$ cat config.mk
export PLATFORM = sky130hd
export DESIGN_NAME = mpp_port_pins
export DESIGN_NICKNAME = d
export VERILOG_FILES = /design/src/mpp_pkg.sv /design/src/mpp_port_pins.sv
export SDC_FILE = /design/constraint.sdc
export NUM_CORES = 1
export LEC_CHECK = 0
export BUFFER_PORTS_ARGS = -buffer_cell sky130_fd_sc_hd__buf_2
export CORE_MARGIN = 10
export CORE_UTILIZATION = 40
export DETAILED_ROUTE_END_ITERATION = 8
export GPL_ROUTABILITY_DRIVEN = 0
export PLACE_DENSITY_LB_ADDON = 0.08
export SETUP_SLACK_MARGIN = 0.3
export SLEW_MARGIN = 15
export SYNTH_ARGS = -nofsm -noshare
export SYNTH_HDL_FRONTEND = slang
export SYNTH_SLANG_ARGS = --single-unit
$ cat constraint.sdc
create_clock -name clk -period 3.5 [get_ports clk]
set_input_delay 0.525 -clock clk [delete_from_list [all_inputs] [get_ports clk]]
set_output_delay 0.525 -clock clk [all_outputs]
set_load 0.005 [all_outputs]
$ cat src/mpp_pkg.sv
// Constants for the multiplexed port pin block.
// Assumes an 8-bit register port on the system clock.
package mpp_pkg;
	localparam int W = 8;
	localparam int AW = 8;
	// Register offsets
	localparam logic [7:0] OFS_A_DAT = 8'h00;
	localparam logic [7:0] OFS_A_DIR = 8'h01;
	localparam logic [7:0] OFS_A_ANA = 8'h02;
	localparam logic [7:0] OFS_B_DAT = 8'h03;
	localparam logic [7:0] OFS_B_DIR = 8'h04;
	localparam logic [7:0] OFS_B_SEL = 8'h05;
	localparam logic [7:0] OFS_C_DAT = 8'h06;
	localparam logic [7:0] OFS_C_DIR = 8'h07;
	localparam logic [7:0] OFS_E_DAT = 8'h08;
	localparam logic [7:0] OFS_E_SEL = 8'h09;
	localparam logic [7:0] OFS_G_DAT = 8'h0A;
	localparam logic [7:0] OFS_G_DIR = 8'h0B;
	localparam logic [7:0] OFS_G_RTO = 8'h0C;
	localparam logic [7:0] OFS_H_DAT = 8'h0D;
	localparam logic [7:0] OFS_H_DIR = 8'h0E;
	// Field positions
	localparam int BIT_SERIAL0_CLOCK = 2;
	localparam int BIT_SO0 = 4;
	localparam int BIT_SERIAL1_CLOCK = 5;
	localparam int BIT_SO1 = 7;
	localparam int ADJ_HI_BIT = 0;
	localparam int ADJ_LO_BIT = 3;
	// Reset values
	localparam logic [7:0] RST_ZERO = 8'h00;
	localparam logic [7:0] RST_DIR = 8'h00;
	localparam logic [7:0] RST_B_DAT = 8'h80;
	localparam logic [7:0] RST_B_SEL = 8'h80;
	localparam logic [1:0] RST_E_DAT = 2'h3;
	localparam logic [3:0] RST_ADJ = 4'h0;
	// Port E bit 7 sources
	typedef enum logic [1:0] {
		SRC_TIMER = 2'h0,
		SRC_DUTY = 2'h1,
		SRC_ADJ_HI = 2'h2,
		SRC_ADJ_LO = 2'h3
	} mpp_e7_src_t;
endpackage : mpp_pkg

$ cat src/mpp_port_pins.sv
// Pin logic for ports A, B, C, E, G and H with alternate functions.
// Assumes pins are resolved outside from o/oe; peripherals run on clk.
//
// Notes on behaviour
// - Port A has eight lines, each with its own direction bit.
// - Port B bits 0-6 have own direction bits; bit 7 is output only.
// - Port E bits 0-5 are inputs only and bits 6-7 outputs only.
// - Port G bits 0-3 merge port data with the pulse pattern output.
// - All direction bits reset to input, so bidirectional pins float after reset.
// - The serial 1 data pin resets with select and data at one, driving the serial 1 data output.
// - Serial 0 clock, serial 1 clock and serial 0 data selects reset to port mode.
// - Port E bit 7 picks timer, duty detect, high or low adjust by a 2-bit code.
// - Adjust outputs divide the 32 kHz oscillator; the low one can drive a buzzer.
// - Port C inputs are offered as key return lines for the display scan.
// - Port A analog selects reset to zero, leaving digital port mode.
//
// Added by the designer: the address map and strobed register access.
`timescale 1ns/1ps
`default_nettype none
module mpp_port_pins (
	// Clock and reset
	input wire logic clk,
	input wire logic rstn,
	// Register port
	input wire logic [mpp_pkg::AW-1:0] addr,
	input wire logic [mpp_pkg::W-1:0] wdata,
	input wire logic wr,
	input wire logic rd,
	output logic [mpp_pkg::W-1:0] rdata,
	// Port A
	input wire logic [7:0] pa_i,
	output logic [7:0] pa_o,
	output logic [7:0] pa_oe,
	output logic [7:0] analog_input_line,
	// Port B
	input wire logic [7:0] pb_i,
	output logic [7:0] pb_o,
	output logic [7:0] pb_oe,
	output logic [6:0] pb_sync,
	// Serial outputs
	input wire logic serial0_clock,
	input wire logic serial0_data_out,
	input wire logic serial1_clock,
	input wire logic serial1_data_out,
	// Port C
	input wire logic [7:0] pc_i,
	output logic [7:0] pc_o,
	output logic [7:0] pc_oe,
	output logic [7:0] key_return_line,
	// Port E
	input wire logic [5:0] pe_i,
	output logic [5:0] pe_sync,
	output logic [1:0] pe_hi_o,
	input wire logic pwm_out,
	input wire logic timer_square_wave,
	input wire logic duty_detect_output,
	input wire logic osc32_in,
	output logic osc_adjust_high_divide,
	output logic osc_adjust_low_divide,
	// Port G
	input wire logic [7:0] pg_i,
	output logic [7:0] pg_o,
	output logic [7:0] pg_oe,
	input wire logic [3:0] pulse_pattern_output,
	// Port H
	input wire logic [7:0] ph_i,
	output logic [7:0] ph_o,
	output logic [7:0] ph_oe
);
	import mpp_pkg::*;

	typedef struct packed {
		logic [7:0] a_dat;
		logic [7:0] a_dir;
		logic [7:0] a_ana;
		logic [7:0] b_dat;
		logic [7:0] b_dir;
		logic [7:0] b_sel;
		logic [7:0] c_dat;
		logic [7:0] c_dir;
		logic [1:0] e_dat;
		logic [1:0] e_sel;
		logic [7:0] g_dat;
		logic [7:0] g_dir;
		logic [3:0] g_rto;
		logic [7:0] h_dat;
		logic [7:0] h_dir;
		logic [7:0] a_s1;
		logic [7:0] a_s2;
		logic [7:0] b_s1;
		logic [7:0] b_s2;
		logic [7:0] c_s1;
		logic [7:0] c_s2;
		logic [5:0] e_s1;
		logic [5:0] e_s2;
		logic [7:0] g_s1;
		logic [7:0] g_s2;
		logic [7:0] h_s1;
		logic [7:0] h_s2;
		logic osc_s1;
		logic osc_s2;
		logic osc_prev;
		logic [3:0] adj;
		logic [7:0] rdat;
	} mpp_state_t;

	mpp_state_t s_ff;
	mpp_state_t nxt_s;
	logic e7_src;

	function automatic logic [7:0] mpp_rb(input logic [7:0] dat,
		input logic [7:0] dir, input logic [7:0] pin);
		mpp_rb = (dir & dat) | (~dir & pin);
	endfunction : mpp_rb

	always_comb begin
		nxt_s = s_ff;
		// Two-stage pin synchronisers
		nxt_s.a_s1 = pa_i;
		nxt_s.a_s2 = s_ff.a_s1;
		nxt_s.b_s1 = pb_i;
		nxt_s.b_s2 = s_ff.b_s1;
		nxt_s.c_s1 = pc_i;
		nxt_s.c_s2 = s_ff.c_s1;
		nxt_s.e_s1 = pe_i;
		nxt_s.e_s2 = s_ff.e_s1;
		nxt_s.g_s1 = pg_i;
		nxt_s.g_s2 = s_ff.g_s1;
		nxt_s.h_s1 = ph_i;
		nxt_s.h_s2 = s_ff.h_s1;
		nxt_s.osc_s1 = osc32_in;
		nxt_s.osc_s2 = s_ff.osc_s1;
		nxt_s.osc_prev = s_ff.osc_s2;
		// Oscillator divider, one step per rising edge
		if (s_ff.osc_s2 && !s_ff.osc_prev) begin
			nxt_s.adj = s_ff.adj + 4'h1;
		end
		if (wr) begin
			case (addr)
				OFS_A_DAT: nxt_s.a_dat = wdata;
				OFS_A_DIR: nxt_s.a_dir = wdata;
				OFS_A_ANA: nxt_s.a_ana = wdata;
				OFS_B_DAT: nxt_s.b_dat = wdata;
				OFS_B_DIR: nxt_s.b_dir = {1'b0, wdata[6:0]};
				OFS_B_SEL: nxt_s.b_sel = wdata;
				OFS_C_DAT: nxt_s.c_dat = wdata;
				OFS_C_DIR: nxt_s.c_dir = wdata;
				OFS_E_DAT: nxt_s.e_dat = wdata[7:6];
				OFS_E_SEL: nxt_s.e_sel = wdata[1:0];
				OFS_G_DAT: nxt_s.g_dat = wdata;
				OFS_G_DIR: nxt_s.g_dir = wdata;
				OFS_G_RTO: nxt_s.g_rto = wdata[3:0];
				OFS_H_DAT: nxt_s.h_dat = wdata;
				OFS_H_DIR: nxt_s.h_dir = wdata;
				default: ;
			endcase
		end
		// Read data, valid the cycle after the strobe
		nxt_s.rdat = RST_ZERO;
		if (rd) begin
			case (addr)
				OFS_A_DAT: nxt_s.rdat = mpp_rb(s_ff.a_dat, s_ff.a_dir,
					s_ff.a_s2 & ~s_ff.a_ana);
				OFS_A_DIR: nxt_s.rdat = s_ff.a_dir;
				OFS_A_ANA: nxt_s.rdat = s_ff.a_ana;
				OFS_B_DAT: nxt_s.rdat = mpp_rb(s_ff.b_dat,
					s_ff.b_dir | 8'h80, s_ff.b_s2);
				OFS_B_DIR: nxt_s.rdat = s_ff.b_dir;
				OFS_B_SEL: nxt_s.rdat = s_ff.b_sel;
				OFS_C_DAT: nxt_s.rdat = mpp_rb(s_ff.c_dat, s_ff.c_dir, s_ff.c_s2);
				OFS_C_DIR: nxt_s.rdat = s_ff.c_dir;
				OFS_E_DAT: nxt_s.rdat = {s_ff.e_dat, s_ff.e_s2};
				OFS_E_SEL: nxt_s.rdat = {6'h00, s_ff.e_sel};
				OFS_G_DAT: nxt_s.rdat = mpp_rb(s_ff.g_dat, s_ff.g_dir, s_ff.g_s2);
				OFS_G_DIR: nxt_s.rdat = s_ff.g_dir;
				OFS_G_RTO: nxt_s.rdat = {4'h0, s_ff.g_rto};
				OFS_H_DAT: nxt_s.rdat = mpp_rb(s_ff.h_dat, s_ff.h_dir, s_ff.h_s2);
				OFS_H_DIR: nxt_s.rdat = s_ff.h_dir;
				default: nxt_s.rdat = RST_ZERO;
			endcase
		end
	end

	always_ff @(posedge clk) begin
		if (!rstn) begin
			s_ff <= '0;
			s_ff.a_dir <= RST_DIR;
			s_ff.b_dir <= RST_DIR;
			s_ff.c_dir <= RST_DIR;
			s_ff.g_dir <= RST_DIR;
			s_ff.h_dir <= RST_DIR;
			s_ff.a_ana <= RST_ZERO;
			s_ff.b_dat <= RST_B_DAT;
			s_ff.b_sel <= RST_B_SEL;
			s_ff.e_dat <= RST_E_DAT;
			s_ff.adj <= RST_ADJ;
		end else begin
			s_ff <= nxt_s;
		end
	end

	// Port E bit 7 source select
	always_comb begin
		case (mpp_e7_src_t'(s_ff.e_sel))
			SRC_TIMER: e7_src = timer_square_wave;
			SRC_DUTY: e7_src = duty_detect_output;
			SRC_ADJ_HI: e7_src = s_ff.adj[ADJ_HI_BIT];
			SRC_ADJ_LO: e7_src = s_ff.adj[ADJ_LO_BIT];
			default: e7_src = timer_square_wave;
		endcase
	end

	assign rdata = s_ff.rdat;
	assign pa_o = s_ff.a_dat;
	assign pa_oe = s_ff.a_dir & ~s_ff.a_ana;
	assign analog_input_line = s_ff.a_ana;
	assign pb_sync = s_ff.b_s2[6:0];
	assign pc_o = s_ff.c_dat;
	assign pc_oe = s_ff.c_dir;
	assign key_return_line = s_ff.c_s2;
	assign pe_sync = s_ff.e_s2;
	assign pe_hi_o = {s_ff.e_dat[1] & e7_src, s_ff.e_dat[0] & pwm_out};
	assign osc_adjust_high_divide = s_ff.adj[ADJ_HI_BIT];
	assign osc_adjust_low_divide = s_ff.adj[ADJ_LO_BIT];
	assign ph_o = s_ff.h_dat;
	assign ph_oe = s_ff.h_dir;
	assign pg_oe = s_ff.g_dir;
	assign pg_o = {s_ff.g_dat[7:4],
		s_ff.g_dat[3:0] | (s_ff.g_rto & pulse_pattern_output)};

	// Port B: serial functions override port data on selected bits
	generate
		for (genvar i = 0; i < 8; i++) begin : g_pb
			if (i == BIT_SERIAL0_CLOCK || i == BIT_SO0 || i == BIT_SERIAL1_CLOCK) begin : g_alt
				logic alt;
				assign alt = (i == BIT_SERIAL0_CLOCK) ? serial0_clock :
					(i == BIT_SO0) ? serial0_data_out : serial1_clock;
				assign pb_o[i] = s_ff.b_sel[i] ? alt : s_ff.b_dat[i];
				assign pb_oe[i] = s_ff.b_sel[i] | s_ff.b_dir[i];
			end else if (i == BIT_SO1) begin : g_out
				assign pb_o[i] = s_ff.b_sel[i] ? serial1_data_out : s_ff.b_dat[i];
				assign pb_oe[i] = 1'b1;
			end else begin : g_io
				assign pb_o[i] = s_ff.b_dat[i];
				assign pb_oe[i] = s_ff.b_dir[i];
			end
		end
	endgenerate
endmodule : mpp_port_pins
`default_nettype wire

* Word-level counts from Yosys, hierarchy flattened *
Cells that the tools add are included.

storage, ports and cells
  input bits = 78
  register bits = 210
  output and inout port bits = 121

cells by class
  bitwise logic cells = 30
  $add $sub $neg = 1
  reduce and logical (&&, ||, !) cells = 20
  muxes and demuxes = 6
  eq/ne operators = 17

operators with widths
  cell                 count
  $pmux 8 s15          1
  $and 8x8->8          12
  $eq 8x4->1 const B   7
  $not 8->8            6
  $or 8x8->8           5
  $eq 8x3->1 const B   4
  $reduce_and 2->1     16
  $eq 8x2->1 const B   2
  $eq 8x1->1 const B   1
  $logic_not 8->1      1
  $add 4x1->4 const B  1
  $and 4x4->4          1
  $eq 2x2->1 const B   2
  $mux 1               4
  $or 4x4->4           1
  $pmux 1 s4           1
  $or 1x1->1           3
  $and 1x1->1          2
  $eq 2x1->1 const B   1
  $logic_not 2->1      1
  $logic_and 1x1->1    1
  $logic_not 1->1      1

* Logic depth before layout (Yosys ltp) *
Gate-level depths: netlist of the first run.

  word-level depth = 5
  mapped depth = 8
  mapped depth without buffers = 5

* Least setup slack after synthesis of the first run *
Ideal clock, no wire load.

  path type = input to register
  from = input addr[0] in the netlist's numbering
  to = register s_ff (netlist bit rdata[2])
  stages = 6
  required time = 3424 ps
  slack = 1643 ps
  arrival = 1782 ps
  buffers on the path = 2
  library setup time = 76 ps
  cells stage by stage = buf_2 > buf_2 > or4b_2 > a211oi_1 > a21oi_1 > a21oi_1

on the way
  cells in the longest elaborated chain, start to end = 2
  elaborated cells on any way between the ends = 16

RTL lines
  what                                      RTL line              text
  start, declared                           mpp_port_pins.sv:25   input wire logic [mpp_pkg::AW-1:0] addr,
  $eq 8x4->1, or another cell as far along  mpp_port_pins.sv:161  case (addr)
  $pmux 8 s15 (*)                           mpp_port_pins.sv:161
  end signal, assigned                      mpp_port_pins.sv:198  s_ff <= nxt_s;
  end, declared                             mpp_port_pins.sv:107  mpp_state_t s_ff;

Mark *: on every way between the ends. The rest lies on a longest branch, timed or not.
A chain may end at the register's enable or synchronous reset.

* Final worst setup path of the first run *
  from = register s_ff[143] in the netlist's numbering
  to = output pe_hi_o[1]

on the way
  cells in the longest elaborated chain, start to end = 3
  elaborated cells on any way between the ends = 6

RTL lines
  what                                      RTL line              text
  $eq 2x2->1, or another cell as far along  mpp_port_pins.sv:204  case (mpp_e7_src_t'(s_ff.e_sel))
  $pmux 1 s4 (*)                            mpp_port_pins.sv:204
  $and 1x1->1 (*)                           mpp_port_pins.sv:222  assign pe_hi_o = {s_ff.e_dat[1] & e7_src, s_ff.e_dat[0] & pwm_out};
  end, declared                             mpp_port_pins.sv:53   output logic [1:0] pe_hi_o,

Marks and branches as above.

==> results of run 1 <==
[power breakdown]
part | internal, mW | leakage (nW) | switching [mW]
Clock | 1.39 | 0.371 | 0.991
Sequential | 2.42 | 1.70 | 0.0190
Combinational | 0.119 | 2.44 | 0.171
[cell type report]
cell class / instances / area, sq um / share of cell area (%)
diodes: 2 / 5.005 / 0.04798
well taps: 285 / 356.6 / 3.418
flip-flops and latches: 208 / 4164 / 39.92
repair buffers: 216 / 1146 / 10.99
clock inverters: 8 / 46.29 / 0.4438
inverters: 4 / 15.01 / 0.1439
clock buffers: 34 / 699.4 / 6.705
multi-input cells: 620 / 3999 / 38.34
[worst paths after layout]
path	start	endpoint	cells after the start	slack [ps]
setup / recovery	s_ff[143]	pe_hi_o[1]	3	1210
setup reg to reg	s_ff[173]	rdata[2]	5	1680
hold / removal	pc_i[4]	nxt_s[63]	2	210
hold reg to reg	nxt_s[34]	s_ff[34]	1	430
[registers in the layout (all words and copies together), names as in the netlist, 4 cells and up]
| register | cells |
|---|---|
| pb_oe | 4 |
| pb_o | 4 |
| pg_oe | 8 |
| pb_sync | 7 |
| rdata | 8 |
| pe_sync | 6 |
| pa_o | 8 |
| key_return_line | 8 |
| analog_input_line | 8 |
| pc_o | 8 |
| nxt_s | 47 |
| ph_o | 8 |
| pg_o | 4 |
| s_ff | 62 |
| ph_oe | 8 |
| pc_oe | 8 |
[layer usage]
| metal | global-route usage [%] | vias to the layer above | routed length, um | share of wire, % |
|---|---|---|---|---|
| met1 | 24.72 | 3365 | 13000 | 45 |
| met4 | 4.386 | 0 | 484 | 1.7 |
| met2 | 30.85 | 218 | 13560 | 47 |
| li1 | - | 3441 | - | - |
| met3 | 4.653 | 35 | 2104 | 7.2 |
| met5 | 0.3610 | - | 0 | 0 |
[Yosys cell counts (all sizes together), types with 6 or more instances]
| master | count |
|---|---|
| nand3 | 10 |
| a21o | 6 |
| o21ai | 86 |
| mux2 | 13 |
| nand2 | 90 |
| clkbuf | 54 |
| a31oi | 10 |
| nor2b | 59 |
| a21boi | 60 |
| nand2b | 8 |
| and2 | 100 |
| dfxtp | 208 |
| nor2 | 26 |
| a21oi | 15 |
| mux2i | 54 |
| buf | 111 |
| a22oi | 15 |
[worst register-to-register path: stages, from the launching register on]
cell,delay (ps)
dfxtp_1,440
mux2i_1,330
o21ai_0,110
and3b_1,190
o32ai_1,450
a21oi_1,160
[kinds of logic (layout without fill, tap and decap cells)]
kind of cell	count (synthesis)	in the layout	share of synthesized area, %
adder cells (fa/ha/maj)	1	1	0.1363
multiplexers	68	68	7.728
other	1	3	0.04085
buffers and inverters	169	262	11.08
AND/OR/NAND/NOR	320	320	19.26
XOR/XNOR	3	3	0.2863
AO/OA/AOI/OAI	227	227	16.11
flip-flops	208	208	45.36
==> metrics.csv, run 1 <==
metric,value,unit
post-CTS setup repair buffer count,0,
Post-Syn Area,9180,sq um
max-slew violation count,0,
post-route non-filler standard cell count,1377,
GRT Total Usage,18.97,%
routed vias,7059,
setup TNS,0,ps
Max stage delay on crit path,520,ps
# setup viols final,0,
CTS root buffer,clkbuf_16,
row count,55,
Max-slew headroom,46.19,%
CTS Buffer Depth,3,
CP endpoint kind,output pin,
"Req. time, crit path",2970,ps
CTS Sinks,208,
hold crit path type,in2reg,
"CP delay by family, top",multiplexers,
critical path class,reg2out,
Starting Density,40.55,%
total power,5.107,mW
Peak VDD IR,0.0003099,V
Placed Area,9681,sq um
"Reg clk slew, reported paths",60,ps
final-report hold violation count,0,
wire per inst,21.17,um
CP max-delay cell,mux4_2,
FMAX,436.7,MHz
Port Buffers,196,
number of global-route vias before repair,7030,
TritonCTS buffer count,24,
sequential share of the synthesized area,45.36,%
ys flop type,dfxtp_1,
"Distinct cells, synth",58,
Final HPWL DP,20700,um
CTS tree,built,
CP arrival,1770,ps
Final Cycle Share,65.43,%
Post-synth ARST share,0,%
Max Cap Viol,0,
gr ovfl total,0,
worst setup margin,1210,ps
worst-margin pin slew,801.6,ps
number of synthesized flops with an enable pin,0,
placed cells,1333,
Final nets,1153,
Finished Cell Area,10430,sq um
H-tree depth,1,
Synth Instances,997,
global-route wire length before repair,43060,um
synth top area cells,"dfxtp_1, buf_4, and2_1",
post-place setup slack,968.7,ps
post-synth top area cell,dfxtp_1,
final core utilization,46.07,%
clock latency on the worst-skew pair,520,ps
largest net degree at the start of global routing,201,
Synth Register Bits,208,
clk_skew,13.66,ps
"critical path fanouts, max",3,
hold_ws,213.4,ps
Yosys warnings,0,
minimum clock period,2290,ps
fillcell total,2270,
RSZ-0062 raised after global routing,false,
drt first pass iters,5,
die width,171.5,um
layout cell share with drive strength beyond 1,25.78,%
post-route DRC violation count,0,
status,"complete, no violations",
"commonest non-fill, non-tap cell in the layout",dfxtp_1,
Ports,199,
CP cell instances,mux4_2 -> and2_1 -> buf_2,
most frequent cells in the layout,"dfxtp_1, buf_2, and2_1, nand2_1, o21ai_0",
initial antenna violation count,2,
core footprint,22640,sq um
CTS Hold Bufs,0,
"Buf+Inv Stages, Crit Path",1,
Leakage,4.510,nW
post-cts sizing count,0,
DRT antenna net count,0,
Synth top area share,45.36,%
syn_nets,1076,
startpoint types,register,
Area Overhead vs Synth,13.63,%
total wire length,29150,um
Syn Area/Cell,9.208,sq um
total die area,29410,sq um
1st-iter DRT viols,477,
vias per std cell,5.126,
Die Span Y,171.5,um
Pwr Density,489.6,nW/um^2
No activity file was read; power rests on OpenSTA's default activity.
==> inputs of run 2 (changes only) <==
- clock period: 3.5 -> 2 ns (I/O delays scaled with it)
==> run 2 against run 1 <==
Compared with the run above:
- sequential share of layout area is 3.4 points lower
- utilization rose by 4.4 points
- setup slack worse by 1100 ps
- non-clock buffer count rose by 93
- clock skew fell by 1.4 ps
- critical endpoint unchanged
==> metrics.csv, run 2 (same netlist as run 1, synthesis figures left out) <==
metric,value,unit,change
CP max-delay cell,mux4_2,,
clk_skew,12.26,ps,-1.394 ps
worst setup margin,67.32,ps,-1143 ps
CP cell instances,mux4_2 -> and2_4 -> buf_6,,
global-route wire length before repair,43990,um,+2.2%
CTS Buffer Depth,3,,unchanged
Ports,199,,unchanged
Starting Density,40.55,%,unchanged
vias per std cell,5.097,,-0.57%
worst-margin pin slew,705.1,ps,-96.50 ps
CP endpoint kind,output pin,,
row count,55,,unchanged
RSZ-0062 raised after global routing,true,,
post-route DRC violation count,0,,unchanged
CTS root buffer,clkbuf_16,,
# setup viols final,0,,unchanged
minimum clock period,1933,ps,
CTS Sinks,208,,unchanged
"critical path fanouts, max",2,,-1
startpoint types,register,,
Final nets,1245,,+8.0%
CP arrival,1630,ps,-140 ps
final-report hold violation count,0,,unchanged
wire per inst,20.17,um,-4.7%
Die Span Y,171.5,um,unchanged
Area Overhead vs Synth,24.59,%,
post-route non-filler standard cell count,1469,,+6.7%
die width,171.5,um,unchanged
post-place setup slack,-202.8,ps,-1171 ps
"Req. time, crit path",1700,ps,-1270 ps
Final HPWL DP,21580,um,+4.2%
drt first pass iters,5,,unchanged
TritonCTS buffer count,23,,-4.2%
most frequent cells in the layout,"dfxtp_1, buf_2, and2_1, nand2_1, o21ai_0",,
Max-slew headroom,52.94,%,+6.7 points
Finished Cell Area,11440,sq um,+9.6%
placed cells,1379,,+3.5%
H-tree depth,1,,unchanged
1st-iter DRT viols,544,,+14%
Max Cap Viol,0,,unchanged
routed vias,7488,,+6.1%
max-slew violation count,0,,unchanged
Placed Area,10090,sq um,+4.2%
Max stage delay on crit path,480,ps,-40 ps
Leakage,5.002,nW,+11%
initial antenna violation count,1,,-1
total wire length,29630,um,+1.6%
number of global-route vias before repair,7189,,+2.3%
Largest Register,s_ff,,
setup TNS,0,ps,unchanged
gr ovfl total,0,,unchanged
clock latency on the worst-skew pair,520,ps,about the same
status,"complete, no violations",,
CTS tree,built,,
FMAX,517.4,MHz,
"commonest non-fill, non-tap cell in the layout",dfxtp_1,,
critical path class,reg2out,,
Final Cycle Share,96.63,%,
Pwr Density,830.7,nW/um^2,+70%
DRT antenna net count,0,,unchanged
hold crit path type,in2reg,,
GRT Total Usage,19.42,%,+0.45 points
largest net degree at the start of global routing,75,,-63%
Port Buffers,196,,unchanged
hold_ws,166.4,ps,-47.01 ps
total die area,29410,sq um,unchanged
max FFs per register,62,,unchanged
Peak VDD IR,0.0005930,V,+91%
layout cell share with drive strength beyond 1,28.66,%,+2.9 points
"Reg clk slew, reported paths",70,ps,about the same
core footprint,22640,sq um,unchanged
run 2: cell count changes in the layout (fill, tap and decap cells not counted), moves of 2 or more:
cell           previous run  this run
a2111oi_0                 2         0
a2111oi_1                 0         2
buf_12                    1         6
buf_4                    20        62
bufinv_16                 0         5
clkbuf_16                25        23
clkinv_2                  6         3
dfxtp_1                 208       202
dfxtp_2                   0         3
dfxtp_4                   0         3
dlygate4sd3_1             0        46
run 2: metal layers:
layer	share of wire, %	GRT usage, %	wire, um
met5	0	0	0
met3	7.5	4.378	2230
met1	44	25.46	12970
met4	1.9	4.310	563
met2	47	31.79	13860
run 2: critical path: cells and delay by family (launching register included):
kind                   cells  cell delay, ps
flip-flops                 1             370
AND/OR/NAND/NOR            1             150
multiplexers               1             480
buffers and inverters      1             110
run 2: layout make-up:
type | count | area, sq um
inverter | 4 | 15.01
tap | 285 | 356.6
fill | 2236 | 11200
sequential | 208 | 4179
clock buffer | 33 | 653.1
antenna | 1 | 2.502
multi-input combinational | 620 | 4029
timing repair buffer | 309 | 2028
clock inverter | 9 | 173.9
run 2: path summary, 6_finish.rpt:
path                        startpoint    endpoint  slack, ps  depth (start not counted)
setup / recovery             s_ff[143]  pe_hi_o[1]         70                          3
hold / removal                    rstn   s_ff[170]        170                          2
setup reg to reg  analog_input_line[6]    rdata[6]        340                          4
hold reg to reg              nxt_s[94]    s_ff[94]        430                          1
run 2: report_power, final:
group | switching, mW | leakage (nW) | internal, mW
clock | 1.71 | 0.406 | 2.91
combinational | 0.319 | 2.90 | 0.297
sequential | 0.0354 | 1.70 | 4.23
run 2: per-stage QoR:
stage	utilization (%)	power (mW)
after detailed placement	44.56	4.901
after global placement	44.56	4.900
after global routing	50.52	9.834
after floorplan	-	4.654
final	50.52	9.501
after CTS	50.37	9.611
run 2: what timing repair did:
action,CTS,global route
cloned,0,0
buffers inserted,1,0
pin swaps,1,1
resized for setup,8,10
hold buffers,46,0
setup endpoints to repair,6,8
hold endpoints to repair,46,0
==> inputs of run 3 (changes only) <==
- clock period: 2 -> 1.75 ns (I/O delays scaled with it)
==> run 3 against run 2 <==
Compared with the run above:
- the flow now finishes with violations (negative setup slack)
- combinational power is 23% higher
- routed wire length is 0.75% higher
- via count is 0.91% higher
- sequential power is 14% higher
- die area stayed put
==> metrics.csv, run 3 (same netlist as run 1, synthesis figures left out) <==
metric,value,unit,change
status,"complete, but fails checks",,
failing checks,negative setup slack,,
endpoint of the worst-slack reg-to-reg timing path,rdata[2],,
CP max-delay cell,mux4_2,,
register area,4219,sq um,+0.96%
Max Cap Viol,0,,unchanged
hold_ws,139.4,ps,-26.95 ps
# setup viols final,1,,+1
number of global-route vias before repair,7452,,+3.7%
fillcell total,2144,,-4.1%
Combinational Power Share,7.5,%,+1.0 points
Leakage,5.158,nW,+3.1%
Ports,199,,unchanged
post-route DRC violation count,0,,unchanged
reg-to-reg startpoint,analog_input_line[2],,
row count,55,,unchanged
R2R Setup Slk,340,ps,about the same
clk_skew,13.60,ps,+1.335 ps
CTS tree,built,,
max-slew violation count,0,,unchanged
Port Buffers,196,,unchanged
Area Overhead vs Synth,29.28,%,
most frequent cells in the layout,"buf_2, dfxtp_1, and2_1, nand2_1, o21ai_0",,
worst setup margin,-133.1,ps,-200.5 ps
CTS root buffer,clkbuf_16,,
CP endpoint kind,output pin,,
Peak VDD IR,0.0007412,V,+25%
FMAX,531.0,MHz,
CP arrival,1620,ps,about the same
Switch Pwr,2.307,mW,+12%
die width,171.5,um,unchanged
Die Span Y,171.5,um,unchanged
CTS Buffer Depth,3,,unchanged
drt first pass iters,5,,unchanged
"Reg clk slew, reported paths",60,ps,about the same
gr ovfl total,0,,unchanged
startpoint types,register,,
"commonest non-fill, non-tap cell in the layout",buf_2,,
clock network power share,44.3,%,-4.3 points
total wire length,29850,um,+0.75%
routed vias,7556,,+0.91%
hold crit path type,in2reg,,
initial antenna violation count,1,,unchanged
Max-slew headroom,66.13,%,+13 points
layout cell share with drive strength beyond 1,33.77,%,+5.1 points
1st-iter DRT viols,467,,-14%
clock latency on the worst-skew pair,510,ps,about the same
RSZ-0062 raised after global routing,true,,
post-place setup slack,-335.4,ps,-132.6 ps
max FFs per register,62,,unchanged
worst-margin pin slew,508.0,ps,-197.2 ps
DRT antenna net count,0,,unchanged
final-report hold violation count,0,,unchanged
Pwr Density,851.8,nW/um^2,+2.5%
CP cell instances,mux4_2 -> and2_1 -> buf_2,,
GRT Total Usage,19.62,%,+0.20 points
area of the multi-input gates,4223,sq um,+4.8%
final core utilization,52.42,%,+1.9 points
wire per inst,19.98,um,-0.93%
Starting Density,40.55,%,unchanged
Worst setup startpoint,s_ff[143],,
CTS Sinks,208,,unchanged
H-tree depth,1,,unchanged
vias per std cell,5.058,,-0.78%
Max stage delay on crit path,490,ps,about the same
Flop pwr share,48.2,%,+3.3 points
cells on worst reg2reg path,4,,unchanged
TritonCTS buffer count,23,,unchanged
Final HPWL DP,21670,um,+0.42%
Final Cycle Share,107.6,%,
Largest Register,s_ff,,
minimum clock period,1883,ps,
total die area,29410,sq um,unchanged
Final nets,1275,,+2.4%
sw frac,22.82,%,+1.1 points
global-route wire length before repair,44790,um,+1.8%
Worst Setup EP,pe_hi_o[1],,
"Req. time, crit path",1490,ps,-210 ps
"critical path fanouts, max",2,,unchanged
critical path class,reg2out,,
Pint,7.802,mW,+4.8%
largest net degree at the start of global routing,93,,+24%
core footprint,22640,sq um,unchanged
-- run 3: changes by cell type in the layout (fill, tap and decap cells not counted), moves of 6 or more --
cell / delta
buf_2: -6
buf_4: +20
buf_6: +12
dfxtp_1: -22
dfxtp_2: +17
-- run 3: final cells by class --
| cell class | instances | area share (%) |
|---|---|---|
| Multi-Input combinational cell | 620 | 35.58 |
| Sequential cell | 208 | 35.55 |
| Timing Repair Buffer | 339 | 19.92 |
| Clock buffer | 32 | 5.556 |
| Tap cell | 285 | 3.005 |
| Clock inverter | 5 | 0.2425 |
| Inverter | 4 | 0.1265 |
| Antenna cell | 1 | 0.02109 |
-- run 3: worst min-delay path by stage --
stage	startpoint	end	slack, ps	cells past startpoint
6_report	rstn	ph_o[7]	140	2
4_1_cts	rstn	ph_o[7]	120	2
3_5_place_dp	nxt_s[61]	key_return_line[2]	420	1
2_1_floorplan	osc32_in	nxt_s[13]	390	1
3_3_place_gp	nxt_s[75]	pb_sync[0]	410	1
5_1_grt	rstn	ph_o[7]	130	2
-- run 3: critical path: cells and delay by family, from the launching register on --
family                 cells  cell delay [ps]
multiplexers               1              490
flip-flops                 1              370
AND/OR/NAND/NOR            1              140
buffers and inverters      1              120
-- run 3: repair_timing --
action                                 in CTS  in global routing
pin swaps                                   9                  7
setup endpoints to repair                  19                 37
hold buffers                               46                  0
resized for setup                          54                 33
endpoints found under the hold margin      46                  0
setup buffers                               9                  5
-- run 3: metrics by stage --
| step | power (mW) | cells | cell area, sq um | TNS, ps |
|---|---|---|---|---|
| after floorplan | 5.329 | 997 | 9258 | 0 |
| after global placement | 5.637 | 1396 | 10310 | -1392 |
| after detailed placement | 5.640 | 1396 | 10310 | -2090 |
| after CTS | 10.19 | 1488 | 11700 | -141.4 |
| after global routing | 10.45 | 1494 | 11870 | -167.1 |
| final | 10.11 | 1494 | 11870 | -133.1 |
-- run 3: metal layers --
metal	wire length (um)	share of wire [%]	global-route usage [%]
met1	13240	44	25.52
met2	13930	47	32.33
met3	2226	7.5	4.653
met4	451	1.5	4.045
met5	0	0	0
-- run 3: power by group through the flow --
stage | Sequential, mW | Combinational [mW] | Clock (mW)
floorplan | 4.96 | 0.365 | 0
global placement | 4.99 | 0.652 | 0
detailed placement | 4.99 | 0.653 | 0
CTS | 4.87 | 0.743 | 4.58
global route | 4.88 | 0.819 | 4.75
finish | 4.87 | 0.757 | 4.48
